## src/hw/seg_router_pkg.sv

```systemverilog
// Constants for the legacy segment router: register offsets, fields,
// reset values, attribute codes and address windows.
// Assumes a 32-bit Avalon-MM register bus with byte addresses.
package seg_router_pkg;

   // -----------------------------------------------------------------
   // Register map
   // -----------------------------------------------------------------
   // Printed offsets are not word aligned: byte address = 4 * index
   localparam logic [7:0] IDX_SEG_ATTR = 8'h51;
   localparam logic [7:0] IDX_DIMM_POP = 8'h52;
   localparam logic [7:0] IDX_HUB_CFG = 8'h50;
   localparam logic [7:0] IDX_SYS_MGMT_RAM_CONTROL_CTL = 8'h70;
   localparam logic [7:0] IDX_STATUS = 8'h80;
   localparam int ADDR_W = 10;
   localparam logic [ADDR_W-1:0] BYTE_SEG_ATTR = {IDX_SEG_ATTR, 2'b00};
   localparam logic [ADDR_W-1:0] BYTE_DIMM_POP = {IDX_DIMM_POP, 2'b00};
   localparam logic [ADDR_W-1:0] BYTE_HUB_CFG = {IDX_HUB_CFG, 2'b00};
   localparam logic [ADDR_W-1:0] BYTE_SYS_MGMT_RAM_CONTROL_CTL = {IDX_SYS_MGMT_RAM_CONTROL_CTL, 2'b00};
   localparam logic [ADDR_W-1:0] BYTE_STATUS = {IDX_STATUS, 2'b00};

   // -----------------------------------------------------------------
   // Reset values and fields
   // -----------------------------------------------------------------
   localparam logic [7:0] RST_SEG_ATTR = 8'h00;
   localparam logic [7:0] RST_DIMM_POP = 8'h00;
   localparam logic [7:0] RST_HUB_CFG = 8'h00;
   localparam logic [7:0] RST_SYS_MGMT_RAM_CONTROL_CTL = 8'h00;
   localparam int CD_HOLE_BIT = 0;      // hub config: cd_hole_forward_enable
   localparam int GFX_SEL_BIT = 0;      // sys_mgmt_ram_control ctl: graphics mode select
   localparam int VGA_SMM_BIT = 1;      // sys_mgmt_ram_control ctl: window is SYSTEM_MANAGEMENT_MODE memory
   localparam int LOCK_BIT = 4;         // sys_mgmt_ram_control ctl: sys_mgmt_space_lock
   localparam int SEG_F_LSB = 6;
   localparam int SEG_E_LSB = 4;
   localparam int SEG_D_LSB = 2;
   localparam int SEG_C_LSB = 0;
   localparam int DIMM1_LSB = 4;
   localparam int DIMM0_LSB = 0;
   localparam int NUM_SEG = 4;
   localparam int NUM_ROWS = 4;
   localparam int ROW_BITS = 64;

   // -----------------------------------------------------------------
   // Attribute codes and destinations
   // -----------------------------------------------------------------
   localparam logic [1:0] ATTR_OFF = 2'b00;
   localparam logic [1:0] ATTR_RO = 2'b01;
   localparam logic [1:0] ATTR_WO = 2'b10;
   localparam logic [1:0] ATTR_RW = 2'b11;

   typedef enum logic [1:0] {
      DEST_DRAM = 2'b00,
      DEST_HUB = 2'b01,
      DEST_GFX = 2'b11,
      DEST_REFUSE = 2'b10
   } dest_e;

   // -----------------------------------------------------------------
   // Address windows (20-bit host addresses)
   // -----------------------------------------------------------------
   localparam int HADDR_W = 20;
   localparam logic [3:0] SEG_C_TOP = 4'hC;
   localparam logic [3:0] SEG_D_TOP = 4'hD;
   localparam logic [3:0] SEG_E_TOP = 4'hE;
   localparam logic [3:0] SEG_F_TOP = 4'hF;
   localparam logic [3:0] VGA_A_TOP = 4'hA;
   localparam logic [3:0] VGA_B_TOP = 4'hB;
   localparam logic [5:0] CD_HOLE_TOP6 = 6'h37;   // DC000h >> 14
   localparam logic [19:0] DRAM_BASE = 20'h00000;
   localparam logic [31:0] UNMAPPED_DATA = 32'h0000_0000;

endpackage

```

## src/hw/dimm_size_decode.sv

```systemverilog
// Decodes a 4-bit DIMM population code to its size in megabytes.
// Assumes a purely combinational caller; code 2 has no meaning.
`timescale 1ns/1ps
`default_nettype none
module dimm_size_decode (
   input wire logic [3:0] code_i,
   output logic [8:0] size_mb_o,
   output logic valid_o
);
   import seg_router_pkg::*;

   // -----------------------------------------------------------------
   // Size table
   // -----------------------------------------------------------------
   // Code 2 reports zero and invalid; software must not program it
   always_comb begin
      valid_o = 1'b1;
      case (code_i)
         4'h0: size_mb_o = 9'h000;
         4'h1: size_mb_o = 9'h008;
         4'h3, 4'h4: size_mb_o = 9'h010;
         4'h5: size_mb_o = 9'h018;
         4'h6, 4'h7: size_mb_o = 9'h020;
         4'h8: size_mb_o = 9'h030;
         4'h9, 4'hA: size_mb_o = 9'h040;
         4'hB: size_mb_o = 9'h060;
         4'hC, 4'hD: size_mb_o = 9'h080;
         4'hE: size_mb_o = 9'h0C0;
         4'hF: size_mb_o = 9'h100;
         default: begin
            size_mb_o = 9'h000;
            valid_o = 1'b0;
         end
      endcase
   end
endmodule
`default_nettype wire

```

## src/hw/segment_route_decode.sv

```systemverilog
// Combinational route decision for one host cycle in the legacy area.
// Assumes register fields are stable, driven from the same clock.
`timescale 1ns/1ps
`default_nettype none
module segment_route_decode (
   input wire logic [19:0] addr_i,
   input wire logic is_write_i,
   input wire logic from_hub_i,
   input wire logic in_smm_i,
   input wire logic [7:0] seg_attr_i,
   input wire logic cd_hole_en_i,
   input wire logic gfx_sel_i,
   input wire logic vga_smm_i,
   output seg_router_pkg::dest_e dest_o
);
   import seg_router_pkg::*;

   // -----------------------------------------------------------------
   // Attribute interpretation
   // -----------------------------------------------------------------
   function automatic dest_e attr_dest(input logic [1:0] attr, input logic wr);
      dest_e d;
      d = DEST_HUB;
      case (attr)
         ATTR_OFF: d = DEST_HUB;
         ATTR_RO: d = wr ? DEST_HUB : DEST_DRAM;
         ATTR_WO: d = wr ? DEST_DRAM : DEST_HUB;
         ATTR_RW: d = DEST_DRAM;
         default: d = DEST_HUB;
      endcase
      return d;
   endfunction

   logic [3:0] top;
   assign top = addr_i[19:16];

   // Priority: video window, CD hole, then segment fields, else DRAM
   always_comb begin
      dest_o = DEST_DRAM;
      if (top == VGA_A_TOP || top == VGA_B_TOP) begin
         if (vga_smm_i && from_hub_i) begin
            dest_o = DEST_REFUSE;
         end else if (vga_smm_i && in_smm_i) begin
            dest_o = DEST_DRAM;
         end else begin
            dest_o = gfx_sel_i ? DEST_GFX : DEST_HUB;
         end
      end else if (top == SEG_F_TOP) begin
         dest_o = attr_dest(seg_attr_i[SEG_F_LSB +: 2], is_write_i);
      end else if (top == SEG_E_TOP) begin
         dest_o = attr_dest(seg_attr_i[SEG_E_LSB +: 2], is_write_i);
      end else if (top == SEG_D_TOP) begin
         if (cd_hole_en_i && addr_i[19:14] == CD_HOLE_TOP6) begin
            dest_o = DEST_HUB;
         end else begin
            dest_o = attr_dest(seg_attr_i[SEG_D_LSB +: 2], is_write_i);
         end
      end else if (top == SEG_C_TOP) begin
         dest_o = attr_dest(seg_attr_i[SEG_C_LSB +: 2], is_write_i);
      end
   end
endmodule
`default_nettype wire

```

## src/hw/legacy_segment_router.sv

```systemverilog
// Legacy segment router top: register file on Avalon-MM, host cycle
// routing for C0000h-FFFFFh and the video window, DIMM size report.
// Assumes host cycle strobes come from logic on clock_i.
`timescale 1ns/1ps
`default_nettype none
module legacy_segment_router #(
   parameter int NUM_DIMMS = 2
) (
   input wire logic clock_i,
   input wire logic rstn_i,
   // Avalon-MM register slave
   input wire logic [seg_router_pkg::ADDR_W-1:0] avs_address_i,
   input wire logic avs_read_i,
   input wire logic avs_write_i,
   input wire logic [31:0] avs_writedata_i,
   input wire logic [3:0] avs_byteenable_i,
   output logic [31:0] avs_readdata_o,
   output logic avs_waitrequest_o,
   output logic [1:0] avs_response_o,
   // Host cycle to be routed
   input wire logic host_valid_i,
   input wire logic [19:0] host_addr_i,
   input wire logic host_write_i,
   input wire logic host_from_hub_i,
   input wire logic host_smm_i,
   output logic route_valid_o,
   output logic [1:0] route_dest_o,
   // DIMM size report
   output logic [8:0] dimm0_size_mb_o,
   output logic [8:0] dimm1_size_mb_o,
   output logic [9:0] total_size_mb_o
);
   import seg_router_pkg::*;

   // -----------------------------------------------------------------
   // Reset synchroniser
   // -----------------------------------------------------------------
   logic rst_meta_q;
   logic rst_sync_q;
   always_ff @(posedge clock_i or negedge rstn_i) begin
      if (!rstn_i) begin
         rst_meta_q <= 1'b0;
         rst_sync_q <= 1'b0;
      end else begin
         rst_meta_q <= 1'b1;
         rst_sync_q <= rst_meta_q;
      end
   end
   logic rstn;
   assign rstn = rst_sync_q;

   // -----------------------------------------------------------------
   // Register state
   // -----------------------------------------------------------------
   logic [7:0] seg_attr_q;
   logic [7:0] dimm_pop_q;
   logic [7:0] hub_cfg_q;
   logic [7:0] sys_mgmt_ram_control_ctl_q;
   logic [7:0] refused_cnt_q;
   logic lock_hit_q;

   // Answer one cycle after the request; waitrequest high on entry
   logic ack_q;
   logic req;
   logic do_wr;
   assign req = (avs_read_i || avs_write_i) && !ack_q;
   // Write lands only at the edge where waitrequest is seen low
   assign do_wr = avs_write_i && ack_q && avs_byteenable_i[0];

   always_ff @(posedge clock_i or negedge rstn) begin
      if (!rstn) begin
         ack_q <= 1'b0;
      end else begin
         ack_q <= req;
      end
   end

   function automatic logic hit(input logic [ADDR_W-1:0] a, input logic [ADDR_W-1:0] b);
      return a == b;
   endfunction

   logic locked;
   assign locked = sys_mgmt_ram_control_ctl_q[LOCK_BIT];

   // Segment attributes, reset to all segments forwarded
   always_ff @(posedge clock_i or negedge rstn) begin
      if (!rstn) begin
         seg_attr_q <= RST_SEG_ATTR;
      end else if (do_wr && hit(avs_address_i, BYTE_SEG_ATTR)) begin
         seg_attr_q <= avs_writedata_i[7:0];
      end
   end

   // Population register freezes once the lock is set
   always_ff @(posedge clock_i or negedge rstn) begin
      if (!rstn) begin
         dimm_pop_q <= RST_DIMM_POP;
      end else if (do_wr && hit(avs_address_i, BYTE_DIMM_POP) && !locked) begin
         dimm_pop_q <= avs_writedata_i[7:0];
      end
   end

   // Sticky flag: a write was dropped because of the lock
   always_ff @(posedge clock_i or negedge rstn) begin
      if (!rstn) begin
         lock_hit_q <= 1'b0;
      end else if (do_wr && hit(avs_address_i, BYTE_DIMM_POP) && locked) begin
         lock_hit_q <= 1'b1;
      end
   end

   // Hub config holds the CD hole enable
   always_ff @(posedge clock_i or negedge rstn) begin
      if (!rstn) begin
         hub_cfg_q <= RST_HUB_CFG;
      end else if (do_wr && hit(avs_address_i, BYTE_HUB_CFG)) begin
         hub_cfg_q <= avs_writedata_i[7:0];
      end
   end

   // Lock bit can only be set, cleared by reset alone
   always_ff @(posedge clock_i or negedge rstn) begin
      if (!rstn) begin
         sys_mgmt_ram_control_ctl_q <= RST_SYS_MGMT_RAM_CONTROL_CTL;
      end else if (do_wr && hit(avs_address_i, BYTE_SYS_MGMT_RAM_CONTROL_CTL)) begin
         sys_mgmt_ram_control_ctl_q <= avs_writedata_i[7:0];
         sys_mgmt_ram_control_ctl_q[LOCK_BIT] <= avs_writedata_i[LOCK_BIT] | locked;
      end
   end

   // -----------------------------------------------------------------
   // DIMM size decode
   // -----------------------------------------------------------------
   logic [8:0] size_mb [NUM_DIMMS];
   logic [NUM_DIMMS-1:0] code_ok;
   genvar g;
   generate
      for (g = 0; g < NUM_DIMMS; g++) begin : g_dimm
         // DIMM g code sits at bits 4g+3:4g
         dimm_size_decode u_dec (
            .code_i(dimm_pop_q[4*g +: 4]),
            .size_mb_o(size_mb[g]),
            .valid_o(code_ok[g])
         );
      end
   endgenerate

   // Registered size outputs; two DIMMs of two 64-bit rows each
   always_ff @(posedge clock_i or negedge rstn) begin
      if (!rstn) begin
         dimm0_size_mb_o <= 9'h000;
         dimm1_size_mb_o <= 9'h000;
         total_size_mb_o <= 10'h000;
      end else begin
         dimm0_size_mb_o <= size_mb[0];
         dimm1_size_mb_o <= size_mb[1];
         total_size_mb_o <= {1'b0, size_mb[0]} + {1'b0, size_mb[1]};
      end
   end

   // -----------------------------------------------------------------
   // Host cycle routing
   // -----------------------------------------------------------------
   dest_e dest;
   segment_route_decode u_route (
      .addr_i(host_addr_i),
      .is_write_i(host_write_i),
      .from_hub_i(host_from_hub_i),
      .in_smm_i(host_smm_i),
      .seg_attr_i(seg_attr_q),
      .cd_hole_en_i(hub_cfg_q[CD_HOLE_BIT]),
      .gfx_sel_i(sys_mgmt_ram_control_ctl_q[GFX_SEL_BIT]),
      .vga_smm_i(sys_mgmt_ram_control_ctl_q[VGA_SMM_BIT]),
      .dest_o(dest)
   );

   // Decision registered one cycle after the cycle strobe
   always_ff @(posedge clock_i or negedge rstn) begin
      if (!rstn) begin
         route_valid_o <= 1'b0;
         route_dest_o <= DEST_HUB;
      end else begin
         route_valid_o <= host_valid_i;
         route_dest_o <= host_valid_i ? dest : DEST_HUB;
      end
   end

   // Count refused hub accesses to the SYSTEM_MANAGEMENT_MODE video window
   always_ff @(posedge clock_i or negedge rstn) begin
      if (!rstn) begin
         refused_cnt_q <= 8'h00;
      end else if (host_valid_i && dest == DEST_REFUSE && refused_cnt_q != 8'hFF) begin
         refused_cnt_q <= refused_cnt_q + 8'h01;
      end
   end

   // -----------------------------------------------------------------
   // Read data and response
   // -----------------------------------------------------------------
   logic [31:0] rd_d;
   logic mapped;
   always_comb begin
      mapped = 1'b1;
      rd_d = UNMAPPED_DATA;
      if (hit(avs_address_i, BYTE_SEG_ATTR)) begin
         rd_d[7:0] = seg_attr_q;
      end else if (hit(avs_address_i, BYTE_DIMM_POP)) begin
         rd_d[7:0] = dimm_pop_q;
      end else if (hit(avs_address_i, BYTE_HUB_CFG)) begin
         rd_d[7:0] = hub_cfg_q;
      end else if (hit(avs_address_i, BYTE_SYS_MGMT_RAM_CONTROL_CTL)) begin
         rd_d[7:0] = sys_mgmt_ram_control_ctl_q;
      end else if (hit(avs_address_i, BYTE_STATUS)) begin
         rd_d = {12'h000, refused_cnt_q, 7'h00, lock_hit_q, 2'b00, code_ok};
      end else begin
         mapped = 1'b0;
      end
   end

   always_ff @(posedge clock_i or negedge rstn) begin
      if (!rstn) begin
         avs_readdata_o <= 32'h0000_0000;
         avs_response_o <= 2'b00;
         avs_waitrequest_o <= 1'b1;
      end else begin
         avs_readdata_o <= (req && avs_read_i) ? rd_d : 32'h0000_0000;
         avs_response_o <= (req && !mapped) ? 2'b11 : 2'b00;
         avs_waitrequest_o <= !req;
      end
   end
endmodule
`default_nettype wire

```

## config.mk

```make
export PLATFORM = sky130hd
export DESIGN_NAME = legacy_segment_router
export DESIGN_NICKNAME = d
export VERILOG_FILES = /design/src/hw/seg_router_pkg.sv /design/src/hw/dimm_size_decode.sv /design/src/hw/segment_route_decode.sv /design/src/hw/legacy_segment_router.sv
export SDC_FILE = /design/constraint.sdc
export NUM_CORES = 1
export LEC_CHECK = 0
export BUFFER_PORTS_ARGS = -buffer_cell sky130_fd_sc_hd__buf_2
export CAP_MARGIN = 20
export CORE_MARGIN = 2
export CORE_UTILIZATION = 43
export DETAILED_ROUTE_END_ITERATION = 8
export PLACE_DENSITY = 0.83
export SETUP_SLACK_MARGIN = 0.2
export SLEW_MARGIN = 20
export SYNTH_ARGS = -nofsm -noshare
export SYNTH_HDL_FRONTEND = slang
export SYNTH_HIERARCHICAL = 1
export SYNTH_SLANG_ARGS = --single-unit
```

## constraint.sdc

```tcl
create_clock -name clock_i -period 3 [get_ports clock_i]
set_input_delay 0.3 -clock clock_i [delete_from_list [all_inputs] [get_ports clock_i]]
set_output_delay 0.3 -clock clock_i [all_outputs]
set_load 0.01 [all_outputs]
```

==> results.json <==
{
  "dp_hpwl_um": 6730,
  "required_ps": 3270,
  "diodes": 0,
  "fp.dieW_um": 104,
  "synth.avg_cell_area_um2": 12.4,
  "yosysSeqAreaShare": 0.540,
  "via_per_inst": 5.24,
  "fin_crit_sh": 0.842,
  "critPathKind": "reg2reg",
  "wl_per_cell_um": 16.4,
  "row_count": 36,
  "gr-usage-all-layers": 0.177,
  "synth_cells": 348,
  "start_util": 0.441,
  "endpoint_kind": "register",
  "cts_sinks": 93,
  "core_um2": 9770,
  "pwr-share-comb": 0.069,
  "clk_pin_slew_ps": 80,
  "worst_ep_arrival_time_ps": 2790,
  "gp_congestion": 0.919,
  "cp_max_fo": 11,
  "cts_resized": 0,
  "ant_nets": 0,
  "synth_area_um2": 4310,
  "worstSetupStartpointType": "register",
  "overflow": 0,
  "p_switching_uw": 533,
  "critPathSlowestCell": "or4b_1",
  "dp_slack_ps": 499,
  "num_vias": 2983,
  "tns_ps": 0,
  "clk_latency_ps": 380,
  "die-area_um2": 10800,
  "fin_worst_skew_ps": 11.3,
  "slew_headroom": 0.532,
  "rsz0062_at_grt": "false",
  "hold_ws_ps": 58.3,
  "area_delta_synth_final_pct": 15.1,
  "routed_wl_um": 9340,
  "yosysWarnings": 6,
  "synth_edf_count": 0,
  "status": "finished, final reports clean",
  "critPathMaxStageDelay_ps": 590,
  "cts_tree": "yes",
  "drtPass1Iterations": 7,
  "cp_cell_sequence": "or4b_1, nand3_1, ha_1, a21o_1, a21o_1, a31o_2, a31o_2",
  "switching_share": 0.241,
  "remaining_drc_errors": 0,
  "synthFlopType": "dfrtp_1",
  "leakage_nw": 2.63,
  "tightest_slew_ps": 700,
  "max_freq_mhz": 396,
  "pwr-share-seq": 0.584,
  "post_cts_buffers": 0,
  "grt_pass1_wl_um": 14900,
  "slew_violations": 0,
  "nNetsFinal": 516,
  "drt_iter0_drc": 311,
  "io_buffers": 82,
  "intPower_mw": 1.68,
  "hold_viol": 0,
  "setup_ws_ps": 474,
  "p_clk_frac": 0.347,
  "grt_pass1_vias": 2920,
  "setup_viol": 0,
  "power_density_nw_per_um2": 446,
  "async_flop_share": 1.00,
  "maxCapViolCount": 0,
  "ys_types": 62,
  "hold_class": "in2reg",
  "ios": 140,
  "antenna_found_initial": 0,
  "die_h_um": 104,
  "htreeDepth": 3,
  "cts_root_buf": "clkbuf_8",
  "period_minus_slack_ps": 2530,
  "ys_ff_latch": 93,
  "clockBufferDepth": 2,
  "total_power_mw": 2.21,
  "grt_max_degree": 92,
  "layout-drive-gt1-share": 0.346,
  "irDropWorstVdd_mv": 0.209,
  "numCtsBuffers": 9
}
[power by group through the flow]
stage / combinational [mW] / sequential [mW] / clock, mW
after floorplan: 0.0813 / 1.33 / 0
after global placement: 0.125 / 1.33 / 0
after detailed placement: 0.129 / 1.33 / 0
after CTS: 0.130 / 1.31 / 0.790
after global routing: 0.165 / 1.30 / 0.835
final: 0.152 / 1.29 / 0.769
[cells by family (layout without fill, tap and decap cells)]
kind of cell,count (synthesis),in the layout,share of synthesized area
AOI/OAI and AO/OA,49,49,0.0859
xor gates and xnor gates,13,13,0.0264
adders and majority gates,11,11,0.0337
buffers and inverters,36,105,0.0560
DFF,93,93,0.540
muxes,40,40,0.112
other,4,23,0.00348
and+or+nand+nor,102,102,0.142
[stage by stage]
step / util / instance area, µm² / instances
2_1_floorplan: - / 4380 / 367
3_3_place_gp: 0.485 / 4740 / 551
3_5_place_dp: 0.485 / 4740 / 551
4_1_cts: 0.504 / 4930 / 568
5_1_grt: 0.508 / 4960 / 569
6_report: 0.508 / 4960 / 569
[per-layer routing]
metal	vias to the layer above	routed length, µm	GRT usage
met3	16	595	0.0545
met2	122	4780	0.289
met1	1478	3770	0.219
met5	-	0	0
li1	1367	-	-
met4	0	196	0.0734
[placed cells by master, fill, tap and decap left out, types with 7 or more instances in the layout]
| master | n |
|---|---|
| dfrtp_1 | 90 |
| buf_2 | 82 |
| mux2_2 | 24 |
| nor2_1 | 23 |
| conb_1 | 23 |
| nand2_1 | 19 |
| clkbuf_8 | 11 |
| xnor2_1 | 10 |
| and2_1 | 10 |
| ha_1 | 10 |
| o21ai_0 | 9 |
| nand3_1 | 8 |
| mux2_4 | 8 |
| mux2i_1 | 7 |
[worst paths after layout]
kind / end / startpoint / cells past startpoint / slack [ps]
max: total_size_mb_o[9] / dimm_pop_q[1] / 7 / 470
min: route_valid_o / host_valid_i / 1 / 60
max reg2reg: total_size_mb_o[9] / dimm_pop_q[1] / 7 / 470
min reg2reg: hub_cfg_q[2] / rst_sync_q / 0 / 310
max in group asynchronous: avs_waitrequest_o / rst_sync_q / 1 / 1990
min in group asynchronous: rst_sync_q / rstn_i / 2 / 230
[synth_stat cells, drive strengths merged (2+ instances only)]
library cell	instances	share of area
inv	4	0.0035
a22o	5	0.010
nand3b	2	0.0035
dfrtp	91	0.53
nor4bb	2	0.0046
or2	3	0.0044
nor2	23	0.020
a31o	3	0.0061
dfstp	2	0.012
and3	7	0.010
or3b	4	0.0081
a22oi	3	0.0052
a21o	4	0.0070
and2	11	0.016
nand3	8	0.0093
ha	10	0.029
or4b	3	0.0078
a222oi	3	0.0070
nand4b	4	0.0081
o21ai	9	0.010
nor3	4	0.011
a21oi	6	0.0070
o211ai	2	0.0035
mux2i	7	0.016
clkbuf	3	0.0026
o211a	2	0.0046
conb	4	0.0035
nand2	20	0.019
xor2	3	0.0061
a211oi	2	0.0035
xnor2	10	0.020
buf	29	0.050
nor3b	2	0.0035
a32oi	2	0.0041
nand2b	3	0.0044
mux2	32	0.091
[critical path, delay by kind of cell (launching register included)]
kind,cells,cell delay [ps]
flip-flops,1,500
adder cells (fa/ha/maj),1,310
AO/OA/AOI/OAI,4,860
AND/OR/NAND/NOR,2,750
[sequential cells by signal, indices dropped and copies added (netlist names), 8 cells and up]
signal,count
avs_readdata_o,16
total_size_mb_o,10
dimm0_size_mb_o,9
dimm1_size_mb_o,9
dimm_pop_q,8
hub_cfg_q,8
refused_cnt_q,8
seg_attr_q,8
sys_mgmt_ram_control_ctl_q,8
[timing repair]
action / in CTS / in global routing
hold endpoints to repair: 2 / 0
setup endpoints to repair: 0 / 0
hold buffers: 1 / 0
[layout make-up]
cell class | instances | area (µm²)
Fill cell | 862 | 4810
Sequential cell | 93 | 2330
Multi-Input combinational cell | 238 | 1820
Timing Repair Buffer | 85 | 455
Clock buffer | 15 | 166
Tap cell | 133 | 166
Inverter | 4 | 15.0
Clock inverter | 1 | 7.51
No activity file was read; power rests on OpenSTA's default activity.
